## config.mk

```make
export PLATFORM = sky130hd
export DESIGN_NAME = tmrctl_top
export DESIGN_NICKNAME = d
export VERILOG_FILES = /design/src/hw/tmrctl_pkg.sv /design/src/hw/tmrctl_top.sv /design/src/hw/tmrctl_t2_divider.sv
export VERILOG_INCLUDE_DIRS = /design/src /design/src/hw
export SDC_FILE = /design/constraint.sdc
export NUM_CORES = 1
export LEC_CHECK = 0
export BUFFER_PORTS_ARGS = -buffer_cell sky130_fd_sc_hd__buf_2
export CORE_ASPECT_RATIO = 1.2
export CORE_UTILIZATION = 30
export CTS_CLUSTER_DIAMETER = 60
export DETAILED_ROUTE_END_ITERATION = 7
export PLACE_DENSITY = 0.56
export SYNTH_ARGS = -nofsm -noshare
export SYNTH_HDL_FRONTEND = slang
export SYNTH_SLANG_ARGS = --single-unit
export TNS_END_PERCENT = 5
```

## constraint.sdc

```tcl
create_clock -name i_core_clk -period 3.37 [get_ports i_core_clk]
set_clock_uncertainty 0.05 [all_clocks]
set_input_delay 0.674 -clock i_core_clk [delete_from_list [all_inputs] [get_ports i_core_clk]]
set_output_delay 0.674 -clock i_core_clk [all_outputs]
set_load 0.005 [all_outputs]
```

## src/hw/tmrctl_params.svh

```systemverilog
/*
  Constants of the two-timer control block: register offsets, field
  positions, reset values and divider figures.
  Assumes: included by bare name from the design modules.
*/
`ifndef TMRCTL_PARAMS_SVH
`define TMRCTL_PARAMS_SVH

// ----------------------------------------------------------------------
// register offsets
// ----------------------------------------------------------------------
`define TMRCTL_ADDR_T1_COUNT   8'h12
`define TMRCTL_ADDR_T1_RELOAD  8'h13
`define TMRCTL_ADDR_T1_CTL     8'h14
`define TMRCTL_ADDR_T2_CTL     8'h15

// ----------------------------------------------------------------------
// field positions
// ----------------------------------------------------------------------
`define TMRCTL_T1_HALT_BIT     6
`define TMRCTL_T1_DIV_MSB      3
`define TMRCTL_T1_DIV_LSB      0
`define TMRCTL_T2_CLR_BIT      4
`define TMRCTL_T2_CKS_MSB      3
`define TMRCTL_T2_CKS_LSB      2
`define TMRCTL_T2_DIV_MSB      1
`define TMRCTL_T2_DIV_LSB      0

// ----------------------------------------------------------------------
// reset values
// ----------------------------------------------------------------------
`define TMRCTL_RST_T1_COUNT    8'h00
`define TMRCTL_RST_T1_RELOAD   8'h00
`define TMRCTL_RST_T1_HALT     1'h0
`define TMRCTL_RST_T1_DIV      4'h0
`define TMRCTL_RST_T2_CLR      1'h0
`define TMRCTL_RST_T2_CKS      2'h0
`define TMRCTL_RST_T2_DIV      2'h0

// ----------------------------------------------------------------------
// divider figures
// ----------------------------------------------------------------------
`define TMRCTL_SYS_PRE_DIV     9'h002
`define TMRCTL_SYS128_LAST     7'h7F
`define TMRCTL_FRC512_LAST     9'h1FF
`define TMRCTL_T2_DIV_32768    16'h8000
`define TMRCTL_T2_DIV_16384    16'h4000
`define TMRCTL_T2_DIV_8192     16'h2000
`define TMRCTL_T2_DIV_128      16'h0080

`endif

```

## src/hw/tmrctl_pkg.sv

```systemverilog
/*
  Types of the two-timer control block.
  Assumes: nothing beyond the params header.
*/
package tmrctl_pkg;

  // ----------------------------------------------------------------------
  // second timer clock source
  // ----------------------------------------------------------------------
  typedef enum logic [1:0] {
    TMRCTL_SRC_SLOW   = 2'b00,
    TMRCTL_SRC_SYS128 = 2'b01,
    TMRCTL_SRC_FRC0   = 2'b10,
    TMRCTL_SRC_FRC1   = 2'b11
  } tmrctl_src_t;

endpackage : tmrctl_pkg

```

## src/hw/tmrctl_top.sv

```systemverilog
/*
  Two-timer control block: timer one (8-bit count with reload and
  prescaler) and the second timer (clear-and-stop, source select, large
  divider), with the register port that software uses.
  Assumes: i_slow_clk and i_fast_rc_clk are levels synchronous to
  i_core_clk and slower than half its rate; i_core_clk is the system clock.
*/
`include "tmrctl_params.svh"

module tmrctl_top (
  input  wire logic        i_core_clk,
  input  wire logic        i_rst_n,
  input  wire logic [7:0]  i_addr,
  input  wire logic [7:0]  i_wdata,
  input  wire logic        i_wr,
  input  wire logic        i_rd,
  output logic      [7:0]  o_rdata,
  input  wire logic        i_slow_clk,
  input  wire logic        i_fast_rc_clk,
  output logic             o_t1_overflow,
  output logic      [7:0]  o_t1_count,
  output logic             o_t2_overflow,
  output logic      [14:0] o_t2_count
);

  // ----------------------------------------------------------------------
  // decode helpers
  // ----------------------------------------------------------------------
  function automatic logic hit(input logic [7:0] a, input logic [7:0] off);
    hit = (a == off);
  endfunction : hit

  // last prescaler cycle, counted in system clocks (two per prescaled step)
  function automatic logic [8:0] t1_last(input logic [3:0] div);
    logic [8:0] steps;
    steps = 9'h000;
    if (div[3]) begin
      steps = 9'h100;
    end else begin
      steps = 9'h001 << div[2:0];
    end
    t1_last = 9'((10'(steps) * 10'(`TMRCTL_SYS_PRE_DIV)) - 10'h001);
  endfunction : t1_last

  // one-cycle pulse on the rising level of a sampled clock pin
  function automatic logic rise(input logic now, input logic prev);
    rise = now && !prev;
  endfunction : rise

  // readback image of the timer one control register
  function automatic logic [7:0] t1_ctl_image(input logic halt, input logic [3:0] div);
    t1_ctl_image = 8'h00;
    t1_ctl_image[`TMRCTL_T1_HALT_BIT] = halt;
    t1_ctl_image[`TMRCTL_T1_DIV_MSB:`TMRCTL_T1_DIV_LSB] = div;
  endfunction : t1_ctl_image

  // readback image of the second timer control register
  function automatic logic [7:0] t2_ctl_image(input logic clr, input logic [1:0] src,
                                              input logic [1:0] div);
    t2_ctl_image = 8'h00;
    t2_ctl_image[`TMRCTL_T2_CLR_BIT] = clr;
    t2_ctl_image[`TMRCTL_T2_CKS_MSB:`TMRCTL_T2_CKS_LSB] = src;
    t2_ctl_image[`TMRCTL_T2_DIV_MSB:`TMRCTL_T2_DIV_LSB] = div;
  endfunction : t2_ctl_image

  // ----------------------------------------------------------------------
  // register storage
  // ----------------------------------------------------------------------
  logic [7:0]  t1_count_q;
  logic [7:0]  t1_reload_q;
  logic        t1_halt_q;
  logic [3:0]  t1_div_q;
  logic        t2_clr_q;
  tmrctl_pkg::tmrctl_src_t t2_src_q;
  logic [1:0]  t2_div_q;

  logic        wr_count;
  logic        wr_reload;
  logic        wr_t1ctl;
  logic        wr_second_timer_control;

  assign wr_count  = i_wr && hit(i_addr, `TMRCTL_ADDR_T1_COUNT);
  assign wr_reload = i_wr && hit(i_addr, `TMRCTL_ADDR_T1_RELOAD);
  assign wr_t1ctl  = i_wr && hit(i_addr, `TMRCTL_ADDR_T1_CTL);
  assign wr_second_timer_control  = i_wr && hit(i_addr, `TMRCTL_ADDR_T2_CTL);

  always_ff @(posedge i_core_clk or negedge i_rst_n) begin
    if (!i_rst_n) begin
      t1_reload_q <= `TMRCTL_RST_T1_RELOAD;
    end else if (wr_reload) begin
      t1_reload_q <= i_wdata;
    end
  end

  always_ff @(posedge i_core_clk or negedge i_rst_n) begin
    if (!i_rst_n) begin
      t1_halt_q <= `TMRCTL_RST_T1_HALT;
    end else if (wr_t1ctl) begin
      t1_halt_q <= i_wdata[`TMRCTL_T1_HALT_BIT];
    end
  end

  always_ff @(posedge i_core_clk or negedge i_rst_n) begin
    if (!i_rst_n) begin
      t1_div_q <= `TMRCTL_RST_T1_DIV;
    end else if (wr_t1ctl) begin
      t1_div_q <= i_wdata[`TMRCTL_T1_DIV_MSB:`TMRCTL_T1_DIV_LSB];
    end
  end

  always_ff @(posedge i_core_clk or negedge i_rst_n) begin
    if (!i_rst_n) begin
      t2_clr_q <= `TMRCTL_RST_T2_CLR;
    end else if (wr_second_timer_control) begin
      t2_clr_q <= i_wdata[`TMRCTL_T2_CLR_BIT];
    end
  end

  always_ff @(posedge i_core_clk or negedge i_rst_n) begin
    if (!i_rst_n) begin
      t2_src_q <= tmrctl_pkg::tmrctl_src_t'(`TMRCTL_RST_T2_CKS);
    end else if (wr_second_timer_control) begin
      t2_src_q <= tmrctl_pkg::tmrctl_src_t'(i_wdata[`TMRCTL_T2_CKS_MSB:`TMRCTL_T2_CKS_LSB]);
    end
  end

  always_ff @(posedge i_core_clk or negedge i_rst_n) begin
    if (!i_rst_n) begin
      t2_div_q <= `TMRCTL_RST_T2_DIV;
    end else if (wr_second_timer_control) begin
      t2_div_q <= i_wdata[`TMRCTL_T2_DIV_MSB:`TMRCTL_T2_DIV_LSB];
    end
  end

  // ----------------------------------------------------------------------
  // timer one prescaler
  // ----------------------------------------------------------------------
  logic [8:0] t1_pre_q;
  logic       t1_step;

  assign t1_step = !t1_halt_q && (t1_pre_q >= t1_last(t1_div_q));

  // restarts on control write so a new divide takes a clean first period
  always_ff @(posedge i_core_clk or negedge i_rst_n) begin
    if (!i_rst_n) begin
      t1_pre_q <= 9'h000;
    end else if (wr_t1ctl) begin
      t1_pre_q <= 9'h000;
    end else if (t1_halt_q) begin
      t1_pre_q <= t1_pre_q;
    end else if (t1_step) begin
      t1_pre_q <= 9'h000;
    end else begin
      t1_pre_q <= t1_pre_q + 9'h001;
    end
  end

  // ----------------------------------------------------------------------
  // timer one count
  // ----------------------------------------------------------------------
  logic t1_wrap;

  assign t1_wrap = t1_step && (t1_count_q == 8'hFF);

  // software write wins over a step in the same cycle
  always_ff @(posedge i_core_clk or negedge i_rst_n) begin
    if (!i_rst_n) begin
      t1_count_q <= `TMRCTL_RST_T1_COUNT;
    end else if (wr_count) begin
      t1_count_q <= i_wdata;
    end else if (t1_wrap) begin
      t1_count_q <= t1_reload_q;
    end else if (t1_step) begin
      t1_count_q <= t1_count_q + 8'h01;
    end
  end

  always_ff @(posedge i_core_clk or negedge i_rst_n) begin
    if (!i_rst_n) begin
      o_t1_overflow <= 1'b0;
    end else begin
      o_t1_overflow <= t1_wrap && !wr_count;
    end
  end

  assign o_t1_count = t1_count_q;

  // ----------------------------------------------------------------------
  // second timer sources
  // ----------------------------------------------------------------------
  // source pins are sampled levels; a rising level is one tick
  logic       slow_prev_q;
  logic       frc_prev_q;
  logic [6:0] sys128_q;
  logic [8:0] frc512_q;
  logic       slow_tick;
  logic       frc_edge;
  logic       sys128_tick;
  logic       frc512_tick;
  logic       src_tick;

  assign slow_tick   = rise(i_slow_clk, slow_prev_q);
  assign frc_edge    = rise(i_fast_rc_clk, frc_prev_q);
  assign sys128_tick = (sys128_q == `TMRCTL_SYS128_LAST);
  assign frc512_tick = frc_edge && (frc512_q == `TMRCTL_FRC512_LAST);

  always_ff @(posedge i_core_clk or negedge i_rst_n) begin
    if (!i_rst_n) begin
      slow_prev_q <= 1'b0;
    end else begin
      slow_prev_q <= i_slow_clk;
    end
  end

  always_ff @(posedge i_core_clk or negedge i_rst_n) begin
    if (!i_rst_n) begin
      frc_prev_q <= 1'b0;
    end else begin
      frc_prev_q <= i_fast_rc_clk;
    end
  end

  always_ff @(posedge i_core_clk or negedge i_rst_n) begin
    if (!i_rst_n) begin
      sys128_q <= 7'h00;
    end else if (t2_clr_q) begin
      sys128_q <= 7'h00;
    end else begin
      sys128_q <= sys128_q + 7'h01;
    end
  end

  always_ff @(posedge i_core_clk or negedge i_rst_n) begin
    if (!i_rst_n) begin
      frc512_q <= 9'h000;
    end else if (t2_clr_q) begin
      frc512_q <= 9'h000;
    end else if (frc_edge) begin
      frc512_q <= frc512_q + 9'h001;
    end
  end

  // code 01 taken as system over 128; both 1x codes pick the fast rc path
  always_comb begin
    case (t2_src_q)
      tmrctl_pkg::TMRCTL_SRC_SLOW:   src_tick = slow_tick;
      tmrctl_pkg::TMRCTL_SRC_SYS128: src_tick = sys128_tick;
      tmrctl_pkg::TMRCTL_SRC_FRC0,
      tmrctl_pkg::TMRCTL_SRC_FRC1:   src_tick = frc512_tick;
      default:                       src_tick = 1'b0;
    endcase
  end

  // ----------------------------------------------------------------------
  // second timer divider
  // ----------------------------------------------------------------------
  // clear holds the divider count at zero until software releases it
  tmrctl_t2_divider u_t2_divider (
    .i_core_clk (i_core_clk),
    .i_rst_n    (i_rst_n),
    .i_src_tick (src_tick),
    .i_clear    (t2_clr_q),
    .i_div_sel  (t2_div_q),
    .o_count    (o_t2_count),
    .o_overflow (o_t2_overflow)
  );

  // ----------------------------------------------------------------------
  // read port
  // ----------------------------------------------------------------------
  logic [7:0] rd_d;

  always_comb begin
    rd_d = 8'h00;
    if (hit(i_addr, `TMRCTL_ADDR_T1_COUNT)) begin
      rd_d = t1_count_q;
    end else if (hit(i_addr, `TMRCTL_ADDR_T1_RELOAD)) begin
      rd_d = t1_reload_q;
    end else if (hit(i_addr, `TMRCTL_ADDR_T1_CTL)) begin
      rd_d = t1_ctl_image(t1_halt_q, t1_div_q);
    end else if (hit(i_addr, `TMRCTL_ADDR_T2_CTL)) begin
      rd_d = t2_ctl_image(t2_clr_q, t2_src_q, t2_div_q);
    end
  end

  // data stand only in the cycle after the read strobe
  always_ff @(posedge i_core_clk or negedge i_rst_n) begin
    if (!i_rst_n) begin
      o_rdata <= 8'h00;
    end else if (i_rd) begin
      o_rdata <= rd_d;
    end else begin
      o_rdata <= 8'h00;
    end
  end

endmodule : tmrctl_top

```

## src/hw/tmrctl_t2_divider.sv

```systemverilog
/*
  Second timer divider: counts source ticks and pulses once per selected
  divide figure.
  Assumes: source tick is a one-cycle pulse on i_core_clk.
*/
`include "tmrctl_params.svh"

module tmrctl_t2_divider (
  input  wire logic        i_core_clk,
  input  wire logic        i_rst_n,
  input  wire logic        i_src_tick,
  input  wire logic        i_clear,
  input  wire logic [1:0]  i_div_sel,
  output logic      [14:0] o_count,
  output logic             o_overflow
);

  // ----------------------------------------------------------------------
  // divide figure
  // ----------------------------------------------------------------------
  function automatic logic [15:0] t2_last(input logic [1:0] sel);
    case (sel)
      2'b00:   t2_last = `TMRCTL_T2_DIV_32768 - 16'h0001;
      2'b01:   t2_last = `TMRCTL_T2_DIV_16384 - 16'h0001;
      2'b10:   t2_last = `TMRCTL_T2_DIV_8192 - 16'h0001;
      default: t2_last = `TMRCTL_T2_DIV_128 - 16'h0001;
    endcase
  endfunction : t2_last

  logic [14:0] cnt_q;
  logic        wrap;

  assign wrap = ({1'b0, cnt_q} >= t2_last(i_div_sel));

  // ----------------------------------------------------------------------
  // counter
  // ----------------------------------------------------------------------
  always_ff @(posedge i_core_clk or negedge i_rst_n) begin
    if (!i_rst_n) begin
      cnt_q <= 15'h0000;
    end else if (i_clear) begin
      cnt_q <= 15'h0000;
    end else if (i_src_tick) begin
      cnt_q <= wrap ? 15'h0000 : cnt_q + 15'h0001;
    end
  end

  always_ff @(posedge i_core_clk or negedge i_rst_n) begin
    if (!i_rst_n) begin
      o_overflow <= 1'b0;
    end else begin
      o_overflow <= !i_clear && i_src_tick && wrap;
    end
  end

  assign o_count = cnt_q;

endmodule : tmrctl_t2_divider

```

# [After elaboration in Yosys (flattened, before gate mapping)]
# Cells that the tools add are included.
# W data, S select, Z words.
[classes] n_addsub=6 mul=0 n_shift=1 bitwise_logic=0 n_eq_ne=13 mux=20 div_mod_pow=0 n_reduce_logical=23 n_lt_le_gt_ge=2
[op_table] cell="$mux W8" count=7
[op_table] cell="$mux W15" count=3
[op_table] cell="$mux W9" count=5
[op_table] cell="$pmux W15 S3" count=1
[op_table] cell="$eq A8 B5 Y1 const B" count=4
[op_table] cell="$add A9 B1 Y9 const B" count=2
[op_table] cell="$add A15 B1 Y15 const B" count=1
[op_table] cell="$ge A15 B15 Y1" count=1
[op_table] cell="$mux W7" count=2
[op_table] cell="$logic_and A1 B1 Y1" count=12
[op_table] cell="$eq A9 B9 Y1 const B" count=1
[op_table] cell="$ge A9 B9 Y1" count=1
[op_table] cell="$sub A9 B1 Y9 const B" count=1
[op_table] cell="$add A8 B1 Y8 const B" count=1
[op_table] cell="$eq A8 B8 Y1 const B" count=1
[op_table] cell="$shl A1 B3 Y8 const A" count=1
[op_table] cell="$add A7 B1 Y7 const B" count=1
[op_table] cell="$eq A7 B7 Y1 const B" count=1
[op_table] cell="$eq A2 B2 Y1 const B" count=3
[op_table] cell="$logic_not A1 Y1" count=5
[op_table] cell="$mux W5" count=1
[op_table] cell="$eq A2 B1 Y1 const B" count=2
[op_table] cell="$logic_not A2 Y1" count=2
[op_table] cell="$reduce_bool A2 Y1" count=2
[op_table] cell="4 further kinds" count=4
[totals] input_bits=22 memories=0 ff_bits=78 word_cells=81 mem_bits_rw=0 romBits=0 latchBits=0

# [Depth between registers and ports, before layout]
# Gate-level depths: netlist of run 1.
[logic_depth] ltp_word=8 depth_mapped=14

# [By module]
# A second synthesis of run 1 with hierarchy kept.
[unflattened] cells_unflattened=440 hier_area_um2=4316.6
[modules_own_cells] module="tmrctl_top" instances=1 seq_area_each_um2=1551.5 area_per_inst_um2=3255.6 cells_per_inst=317
[modules_own_cells] module="tmrctl_t2_divider" instances=1 seq_area_each_um2=400.4 area_per_inst_um2=1061.0 cells_per_inst=123

# [Least setup slack after synthesis of run 1]
# No wires, ideal clock.
[synth_timing] kind="register -> register" start="register t1_div_q[2]" end="register t1_count_q[6] (netlist: o_t1_count[6])" period_less_slack_ps=2944 n_path_buf=2 stages_incl_launch_ff=15 arrival_ps=2773 path_slack_ps=426 cell_sequence="dfrtp_1 > clkbuf_1 > nor3_1 > nand2b_1 > ha_1 > nor3_1 > a21o_1 > a32oi_1 > ha_1 > nand4_1 > a211oi_1 > o31a_1 > buf_2 > a31oi_1 > a22o_1"
[synth_between] elab_chain_cells=8
[synth_rtl] item="start, declared" line="tmrctl_top.sv:72" rtl="logic [3:0] t1_div_q;"
[synth_rtl] item="start signal, assigned" line="tmrctl_top.sv:105" rtl="t1_div_q <= `TMRCTL_RST_T1_DIV;"
[synth_rtl] item="start signal, assigned" line="tmrctl_top.sv:107" rtl="t1_div_q <= i_wdata[`TMRCTL_T1_DIV_MSB:`TMRCTL_T1_DIV_LSB];"
[synth_rtl] item="$shl A1 B3 Y8 *" line="tmrctl_top.sv:40" rtl="steps = 9'h001 << div[2:0];"
[synth_rtl] item="$mux W8 *" line="tmrctl_top.sv:37" rtl="if (div[3]) begin"
[synth_rtl] item="$sub A9 B1 Y9 *" line="tmrctl_top.sv:42" rtl="t1_last = 9'((10'(steps) * 10'(`TMRCTL_SYS_PRE_DIV)) - 10'h001);"
[synth_rtl] item="$ge A9 B9 Y1 *" line="tmrctl_top.sv:141" rtl="assign t1_step = !t1_halt_q && (t1_pre_q >= t1_last(t1_div_q));"
[synth_rtl] item="$logic_and A1 B1 Y1 *" line="tmrctl_top.sv:141"
[synth_rtl] item="$logic_and A1 B1 Y1" line="tmrctl_top.sv:163" rtl="assign t1_wrap = t1_step && (t1_count_q == 8'hFF);"
[synth_rtl] item="$mux W8" line="tmrctl_top.sv:171" rtl="end else if (t1_wrap) begin"
[synth_rtl] item="$mux W8" line="tmrctl_top.sv:169" rtl="end else if (wr_count) begin"
[synth_rtl] item="end signal, assigned" line="tmrctl_top.sv:168" rtl="t1_count_q <= `TMRCTL_RST_T1_COUNT;"
[synth_rtl] item="end signal, assigned" line="tmrctl_top.sv:170" rtl="t1_count_q <= i_wdata;"
[synth_rtl] item="end signal, assigned" line="tmrctl_top.sv:172" rtl="t1_count_q <= t1_reload_q;"
[synth_rtl] item="end, declared" line="tmrctl_top.sv:69" rtl="logic [7:0] t1_count_q;"
# Every way passes the cells marked *; elsewhere a longest branch is shown, timed or not.
# A chain may end at the register's enable or synchronous reset.

# [Worst setup path after layout of run 1]
[layout_timing] start="register t1_div_q[1]" end="register t1_count_q[6] (netlist: o_t1_count[6])"
# The elaborated chain is that of the path after synthesis.

==> impl_metrics.xml, run 1 <==
<?xml version="1.0" encoding="UTF-8"?>
<metrics>
  <group name="outcome">
    <metric name="status" unit="">complete, no violations</metric>
  </group>
  <group name="sta">
    <metric name="final.setup.worst_slack" unit="ns">0.1610</metric>
    <metric name="max_slew_margin" unit="%">32.81</metric>
    <metric name="tightestPinTransition" unit="ns">1.008</metric>
    <metric name="max_freq" unit="GHz">0.3116</metric>
    <metric name="timing.hold.ws" unit="ns">0.4028</metric>
    <metric name="grt_setup_unrepaired" unit="">no</metric>
    <metric name="layout_min_cycle_time" unit="ns">3.209</metric>
    <metric name="timing.setup.tns" unit="ns">0</metric>
    <metric name="finalCritPeriodShare" unit="%">95.22</metric>
    <metric name="finalSetupViolations" unit="">0</metric>
    <metric name="finalHoldViolations" unit="">0</metric>
    <metric name="drv_slew" unit="">0</metric>
  </group>
  <group name="layout">
    <metric name="num_antenna_cells" unit="">0</metric>
    <metric name="core_utilization_of_the_finished_layout" unit="%">36.13</metric>
    <metric name="fin_cells" unit="">709</metric>
    <metric name="drive_above_1_share" unit="%">18.27</metric>
    <metric name="area.growth.synth_to_final" unit="%">16.25</metric>
    <metric name="finalNetCount" unit="">550</metric>
  </group>
  <group name="placement">
    <metric name="place.port_buffers" unit="">54</metric>
    <metric name="place_ws" unit="ns">0.1763</metric>
    <metric name="gp_routability_congestion" unit="">0.8390</metric>
    <metric name="dpl.cell_count" unit="">694</metric>
    <metric name="dp.final_hpwl" unit="mm">7.467</metric>
  </group>
  <group name="critical_path">
    <metric name="r2r-end" unit="">o_t1_count[6]</metric>
    <metric name="r2r_setup_slack" unit="ns">0.16</metric>
    <metric name="worstPathRequired" unit="ns">3.55</metric>
    <metric name="worst-setup-path-type" unit="">register to register</metric>
    <metric name="critical_path_peak_fanout" unit="">14</metric>
    <metric name="critPathLaunch" unit="">t1_div_q[1]</metric>
    <metric name="crit_end" unit="">o_t1_count[6]</metric>
    <metric name="worst_reg_to_reg_cells" unit="">13</metric>
    <metric name="critPathLaunchType" unit="">register</metric>
    <metric name="critPathCaptureType" unit="">register</metric>
    <metric name="timing.rr.start" unit="">t1_div_q[1]</metric>
    <metric name="critPathArrivalTime" unit="ns">3.39</metric>
  </group>
  <group name="cts">
    <metric name="cts_post_setup_buffers_inserted" unit="">0</metric>
    <metric name="clock_sink_count" unit="">78</metric>
    <metric name="clockBufferDepth" unit="">2</metric>
    <metric name="cts_root_buf" unit="">clkbuf_16</metric>
    <metric name="cts_tree" unit="">done</metric>
    <metric name="clock_tree.htree_level_count" unit="">3</metric>
    <metric name="clock_network_latency_to_the_later_pin_of_the_worst_skew_pair" unit="ns">0.34</metric>
    <metric name="postCtsHoldBufs" unit="">0</metric>
    <metric name="clk_pin_slew" unit="ns">0.06</metric>
    <metric name="tritoncts.num_buffers" unit="">9</metric>
    <metric name="ctsResizeCount" unit="">0</metric>
  </group>
  <group name="yosys">
    <metric name="synth_top_flop_cell" unit="">dfrtp_1</metric>
    <metric name="synth_cell_types" unit="">66</metric>
    <metric name="synth_area_per_cell" unit="um2">9.946</metric>
    <metric name="netlist_instances" unit="">456</metric>
    <metric name="synthMostInstantiatedCell" unit="">dfrtp_1</metric>
    <metric name="yosysTopAreaCellShare" unit="%">43.03</metric>
    <metric name="synth-edff-count" unit="">0</metric>
    <metric name="synth-seq-cells" unit="">78</metric>
    <metric name="ys.warnings.count" unit="">0</metric>
    <metric name="synth_top_cells_by_area" unit="">dfrtp_1 43%, ha_1 6.3%, mux2_1 4.0%, nand2_1 3.6%, nor2_1 3.1%</metric>
    <metric name="synth_commonest_cells" unit="">78 x dfrtp_1, 43 x nand2_1, 37 x nor2_1, 23 x ha_1, 23 x nand3_1</metric>
    <metric name="syn-num-nets" unit="">501</metric>
    <metric name="portion_of_the_post_synthesis_area_used_by_sequential_elements" unit="%">43.03</metric>
    <metric name="async_reset_ff_share" unit="%">100.0</metric>
    <metric name="synth_largest_area_cell" unit="">dfrtp_1</metric>
    <metric name="post_synth_instance_area" unit="um2">4536</metric>
  </group>
  <group name="power_and_ir_drop">
    <metric name="comb_power_share" unit="%">24.5</metric>
    <metric name="internal_power" unit="mW">2.063</metric>
    <metric name="power-per-cell-area" unit="nW/um2">596.9</metric>
    <metric name="netSwitchingPower" unit="mW">1.084</metric>
    <metric name="share_seq_of_total_power" unit="%">46.5</metric>
    <metric name="sw_frac_of_total" unit="%">34.44</metric>
    <metric name="cellLeakagePower" unit="nW">2.438</metric>
    <metric name="worst_ir_drop_vdd" unit="uV">252.5</metric>
    <metric name="power.clock.fraction" unit="%">28.9</metric>
  </group>
  <group name="drt">
    <metric name="wl" unit="mm">10.62</metric>
    <metric name="route.detailed.drc" unit="">0</metric>
    <metric name="detail_route.first_pass.iterations" unit="">6</metric>
    <metric name="drtAntennaViolNets" unit="">0</metric>
    <metric name="detail_route.wl_per_cell" unit="um">14.97</metric>
    <metric name="routed-via-count" unit="">3692</metric>
    <metric name="detailedRoute.firstIterationViolations" unit="">201</metric>
    <metric name="vias_per_cell" unit="">5.207</metric>
  </group>
  <group name="grt">
    <metric name="gr-total-overflow" unit="">0</metric>
    <metric name="antenna_violations_before_repair" unit="">0</metric>
    <metric name="grt_start_max_net_pins" unit="">79</metric>
    <metric name="grt_util_all_layers" unit="%">14.58</metric>
    <metric name="first_global_vias" unit="">3468</metric>
    <metric name="grt_first_pass_wirelength" unit="mm">17.69</metric>
  </group>
  <group name="floorplanning">
    <metric name="die_h" unit="um">136.7</metric>
    <metric name="fp.coreArea" unit="um2">14590</metric>
    <metric name="horizontal_extent_of_the_die" unit="um">114.2</metric>
    <metric name="top_level_ports" unit="">55</metric>
    <metric name="placementRows" unit="">48</metric>
    <metric name="fp.dieArea" unit="um2">15620</metric>
    <metric name="initial_utilization" unit="%">31.08</metric>
  </group>
  <group name="job">
    <metric name="drv.max_cap_violation_count" unit="">0</metric>
  </group>
  <group name="min_path">
    <metric name="hold_path_class" unit="">input pin to register</metric>
  </group>
</metrics>
-- critical path, cell delays in order (launching register included) --
cell and delay, ns:
dfrtp_1 0.46, nor3_2 0.31, nand2b_1 0.13, ha_1 0.27
nor3_1 0.20, a21o_1 0.11, a32oi_1 0.12, ha_1 0.31
o21ai_0 0.18, o21bai_1 0.11, o31a_1 0.25, buf_4 0.19
a41o_1 0.24, a22o_1 0.17
-- cells in the final DEF, fill, tap and decap left out, types with 5 or more instances in the layout --
cell type / synthesis / final
a211oi_1: 6 / 5
a21o_1: 7 / 7
a21oi_1: 15 / 15
a221o_1: 5 / 5
a22o_1: 5 / 5
a31oi_1: 7 / 7
and3_1: 9 / 9
buf_2: 7 / 53
clkbuf_16: 0 / 9
dfrtp_1: 78 / 78
ha_1: 23 / 23
inv_1: 8 / 8
mux2_1: 16 / 16
mux2i_1: 12 / 12
nand2_1: 43 / 43
nand2b_1: 11 / 11
nand3_1: 23 / 23
nand4_1: 8 / 8
nor2_1: 37 / 37
nor2b_1: 9 / 9
nor3_1: 12 / 11
o21ai_0: 9 / 9
o21ai_1: 6 / 6
o2bb2ai_1: 6 / 6
xnor2_1: 7 / 7
xor2_1: 10 / 10
-- metrics by stage --
| stage | area, um2 | total power [mW] |
|---|---|---|
| 3_5_place_dp | 4986 | 2.247 |
| 2_1_floorplan | 4536 | 1.949 |
| 3_3_place_gp | 4986 | 2.219 |
| 5_1_grt | 5273 | 3.376 |
| 6_report | 5273 | 3.147 |
| 4_1_cts | 5263 | 3.180 |
-- power groups by stage --
stage | Combinational [mW] | Sequential [mW] | Clock (mW)
final | 0.772 | 1.46 | 0.911
after global routing | 0.886 | 1.51 | 0.981
after CTS | 0.779 | 1.46 | 0.942
after detailed placement | 0.773 | 1.47 | 0
after global placement | 0.751 | 1.47 | 0
after floorplan | 0.563 | 1.39 | 0
-- metal layers --
layer,track usage (%),vias up,wire [um]
met1,18.93,1816,4840
met5,0,-,0
met3,3.189,19,375
li1,-,1787,-
met2,23.40,70,5183
met4,6.133,0,215
-- how the worst min path moves through the flow --
| stage | startpoint | to | slack, ns | cells past startpoint |
|---|---|---|---|---|
| finish | i_slow_clk | slow_prev_q | 0.40 | 1 |
| global route | i_slow_clk | slow_prev_q | 0.39 | 1 |
| CTS | i_slow_clk | slow_prev_q | 0.39 | 1 |
| detailed placement | sys128_q[0] | sys128_q[0] | 0.40 | 1 |
| global placement | sys128_q[0] | sys128_q[0] | 0.39 | 1 |
| floorplan | i_rst_n | frc512_q[0] | 0.33 | 0 |
-- state kept, by name (all words and copies together), names as in the netlist --
| signal | count |
|---|---|
| t1_pre_q | 9 |
| t2_src_q | 2 |
| o_t1_count | 8 |
| u_t2_divider.o_count | 15 |
| t2_div_q | 2 |
| t1_div_q | 4 |
| u_t2_divider.o_overflow | 1 |
| frc_prev_q | 1 |
| t1_halt_q | 1 |
| o_rdata | 8 |
| o_t1_overflow | 1 |
| slow_prev_q | 1 |
| frc512_q | 9 |
| t1_reload_q | 8 |
| t2_clr_q | 1 |
| sys128_q | 7 |
-- cells by family after synthesis --
logic type,after synthesis,share of synthesized area [%]
adder cells (fa/ha/maj),23,6.345
AO/OA/AOI/OAI,96,15.56
flip-flops,78,43.03
buffers and inverters,27,2.758
multiplexers,31,7.366
XOR/XNOR,17,3.283
AND/OR/NAND/NOR,184,21.66
-- area by class of cell --
| type | instances | area (um2) |
|---|---|---|
| fill | 1490 | 9321 |
| multi-input combinational | 351 | 2469 |
| inverter | 8 | 30.03 |
| sequential | 78 | 1952 |
| timing repair buffer | 57 | 295.3 |
| clock inverter | 3 | 20.02 |
| tap | 200 | 250.2 |
| clock buffer | 12 | 256.5 |
No activity file was read; power rests on OpenSTA's default activity.
==> run 2: changes to the inputs <==
--- a/config.mk
+++ b/config.mk
@@ -8,8 +8,8 @@
 export LEC_CHECK = 0
 export BUFFER_PORTS_ARGS = -buffer_cell sky130_fd_sc_hd__buf_2
 export CORE_ASPECT_RATIO = 1.2
+export CORE_MARGIN = 2
 export CORE_UTILIZATION = 30
-export CTS_CLUSTER_DIAMETER = 60
 export DETAILED_ROUTE_END_ITERATION = 7
 export PLACE_DENSITY = 0.56
 export SYNTH_ARGS = -nofsm -noshare
==> run 2 against run 1 <==
Worst hold slack better by 0.0046 ns. First-iteration DRC count rose by 22%. Critical endpoint unchanged. Fmax increased by 1.2%. Non-clock buffer count is the same. Die area rose by 3.2%.
==> impl_metrics.xml, run 2 (same netlist as run 1, synthesis figures left out) <==
<?xml version="1.0" encoding="UTF-8"?>
<metrics>
  <group name="layout">
    <metric name="design_area_final" unit="um2">5311</metric>
    <metric name="largest_register_ff_count" unit="">15</metric>
    <metric name="seq_area" unit="um2">1952</metric>
    <metric name="area.growth.synth_to_final" unit="%">17.10</metric>
    <metric name="area_used_by_multi_input_combinational_logic" unit="um2">2464</metric>
    <metric name="final_common_cell" unit="">dfrtp_1</metric>
    <metric name="num_antenna_cells" unit="">0</metric>
    <metric name="drive_above_1_share" unit="%">18.24</metric>
    <metric name="fin_cells" unit="">714</metric>
    <metric name="layout.cells.most_common_list" unit="">78 x dfrtp_1, 53 x buf_2, 43 x nand2_1</metric>
    <metric name="finalNetCount" unit="">550</metric>
    <metric name="num-fill-cells" unit="">1506</metric>
  </group>
  <group name="grt">
    <metric name="grt_first_pass_wirelength" unit="mm">18.48</metric>
    <metric name="gr-total-overflow" unit="">0</metric>
    <metric name="antenna_violations_before_repair" unit="">0</metric>
    <metric name="grt_start_max_net_pins" unit="">79</metric>
    <metric name="grt_util_all_layers" unit="%">14.34</metric>
    <metric name="first_global_vias" unit="">3657</metric>
  </group>
  <group name="drt">
    <metric name="detail_route.wl_per_cell" unit="um">15.68</metric>
    <metric name="detailedRoute.firstIterationViolations" unit="">246</metric>
    <metric name="routed-via-count" unit="">3714</metric>
    <metric name="detail_route.first_pass.iterations" unit="">5</metric>
    <metric name="drtAntennaViolNets" unit="">0</metric>
    <metric name="route.detailed.drc" unit="">0</metric>
    <metric name="wl" unit="mm">11.19</metric>
    <metric name="vias_per_cell" unit="">5.202</metric>
  </group>
  <group name="critical_path">
    <metric name="critPathArrivalTime" unit="ns">3.36</metric>
    <metric name="critical-path-slowest-cell" unit="">dfrtp_1</metric>
    <metric name="critical_path_peak_fanout" unit="">14</metric>
    <metric name="critPathLaunchType" unit="">register</metric>
    <metric name="crit_chain" unit="">nor3_2 -&gt; nand2b_1 -&gt; ha_1 -&gt; nor3_1 -&gt; a21o_1 -&gt; a32oi_1 -&gt; ha_1 -&gt; a211oi_1 -&gt; o21bai_1 -&gt; o31a_1 -&gt; buf_4 -&gt; a41o_1 -&gt; a22o_1</metric>
    <metric name="slowest_delay" unit="ns">0.46</metric>
    <metric name="critPathCaptureType" unit="">register</metric>
    <metric name="path_common_cell" unit="">ha_1</metric>
    <metric name="worstPathRequired" unit="ns">3.55</metric>
    <metric name="worst-setup-path-type" unit="">register to register</metric>
  </group>
  <group name="sta">
    <metric name="grt_setup_unrepaired" unit="">no</metric>
    <metric name="max_slew_margin" unit="%">32.44</metric>
    <metric name="final.setup.worst_slack" unit="ns">0.1984</metric>
    <metric name="finalCritPeriodShare" unit="%">94.11</metric>
    <metric name="drv_slew" unit="">0</metric>
    <metric name="max_freq" unit="GHz">0.3153</metric>
    <metric name="finalHoldViolations" unit="">0</metric>
    <metric name="layout_min_cycle_time" unit="ns">3.172</metric>
    <metric name="tightestPinTransition" unit="ns">1.013</metric>
    <metric name="finalSetupViolations" unit="">0</metric>
    <metric name="timing.setup.tns" unit="ns">0</metric>
  </group>
  <group name="floorplanning">
    <metric name="top_level_ports" unit="">55</metric>
    <metric name="horizontal_extent_of_the_die" unit="um">116.2</metric>
    <metric name="initial_utilization" unit="%">30.44</metric>
    <metric name="fp.dieArea" unit="um2">16120</metric>
    <metric name="placementRows" unit="">49</metric>
    <metric name="fp.coreArea" unit="um2">14900</metric>
    <metric name="die_h" unit="um">138.7</metric>
  </group>
  <group name="cts">
    <metric name="clock_sink_count" unit="">78</metric>
    <metric name="clock_tree.htree_level_count" unit="">3</metric>
    <metric name="cts_tree" unit="">done</metric>
    <metric name="postCtsHoldBufs" unit="">0</metric>
    <metric name="clockBufferDepth" unit="">2</metric>
    <metric name="tritoncts.num_buffers" unit="">9</metric>
    <metric name="cts_root_buf" unit="">clkbuf_16</metric>
    <metric name="clk_pin_slew" unit="ns">0.06</metric>
    <metric name="clock_network_latency_to_the_later_pin_of_the_worst_skew_pair" unit="ns">0.35</metric>
  </group>
  <group name="placement">
    <metric name="dp.final_hpwl" unit="mm">7.849</metric>
    <metric name="gp_routability_congestion" unit="">0.8126</metric>
    <metric name="place_ws" unit="ns">0.1571</metric>
    <metric name="placed_area" unit="um2">4991</metric>
    <metric name="dpl.cell_count" unit="">698</metric>
    <metric name="place.port_buffers" unit="">54</metric>
  </group>
  <group name="min_path">
    <metric name="hold_path_class" unit="">register to register</metric>
  </group>
  <group name="power_and_ir_drop">
    <metric name="power.total" unit="mW">3.277</metric>
    <metric name="cellLeakagePower" unit="nW">2.459</metric>
    <metric name="worst_ir_drop_vdd" unit="uV">276.3</metric>
    <metric name="power-per-cell-area" unit="nW/um2">617.0</metric>
  </group>
  <group name="outcome">
    <metric name="status" unit="">complete, no violations</metric>
  </group>
  <group name="job">
    <metric name="drv.max_cap_violation_count" unit="">0</metric>
  </group>
</metrics>
-- run 2: cell types whose count changed in the layout (fill, tap and decap cells not counted) --
cell	delta
bufinv_16	+2
clkbuf_8	-2
a211oi_1	+1
a211oi_2	-1
clkinv_2	+1
clkinv_4	+1
clkinvlp_4	-1
-- run 2: cell type report --
cell class	count	share of cell area [%]
Timing Repair Buffer	57	5.559
Tap cell	204	4.806
Multi-Input combinational cell	351	46.38
Clock buffer	10	4.311
Inverter	8	0.5654
Clock inverter	6	1.625
Sequential cell	78	36.75
-- run 2: path summary, 6_finish.rpt --
kind,slack [ns],startpoint,depth (start not counted),to
worst max-delay path,0.20,t1_div_q[1],13,o_t1_count[6]
worst min-delay path,0.41,sys128_q[0],1,sys128_q[0]
worst max register to register,0.20,t1_div_q[1],13,o_t1_count[6]
worst min register to register,0.41,sys128_q[0],1,sys128_q[0]
max in group asynchronous,2.16,i_rst_n,1,t1_pre_q[8]
min in group asynchronous,0.43,i_rst_n,1,u_t2_divider.o_overflow
-- run 2: what timing repair did --
| action | 4_1_cts | 5_1_grt |
|---|---|---|
| gates resized for setup | 0 | 1 |
| hold endpoints to repair | 0 | 0 |
| buffers inserted | 0 | 0 |
| endpoints found under the setup margin | 0 | 10 |
-- run 2: per-stage QoR --
stage | util (%) | hold WS, ns
6_report | 35.65 | 0.4074
5_1_grt | 35.65 | 0.4044
4_1_cts | 35.62 | 0.3995
3_5_place_dp | 33.50 | 0.4018
3_3_place_gp | 33.50 | 0.3905
2_1_floorplan | - | 0.3284
-- run 2: power by group --
group | internal, mW | leakage [nW] | switching (mW)
Combinational | 0.388 | 1.30 | 0.388
Clock | 0.647 | 0.152 | 0.394
Sequential | 1.14 | 1.01 | 0.318
Total | 2.18 | 2.46 | 1.10
-- run 2: per-layer routing --
layer	track usage [%]	vias to the layer above	part of all wire, %	wire length, um
met2	23.84	82	50	5564
met1	18.36	1836	45	5001
li1	-	1786	-	-
met3	3.497	10	4.7	525
met5	0	-	0	0
met4	4.135	0	0.89	100
-- run 2: critical path: cells and delay by family (launching register included) --
family                   cells  cell delay [ns]
adder cells (fa/ha/maj)      2             0.48
AND/OR/NAND/NOR              3             0.62
buffers and inverters        1             0.19
flip-flops                   1             0.46
AO/OA/AOI/OAI                7             1.25
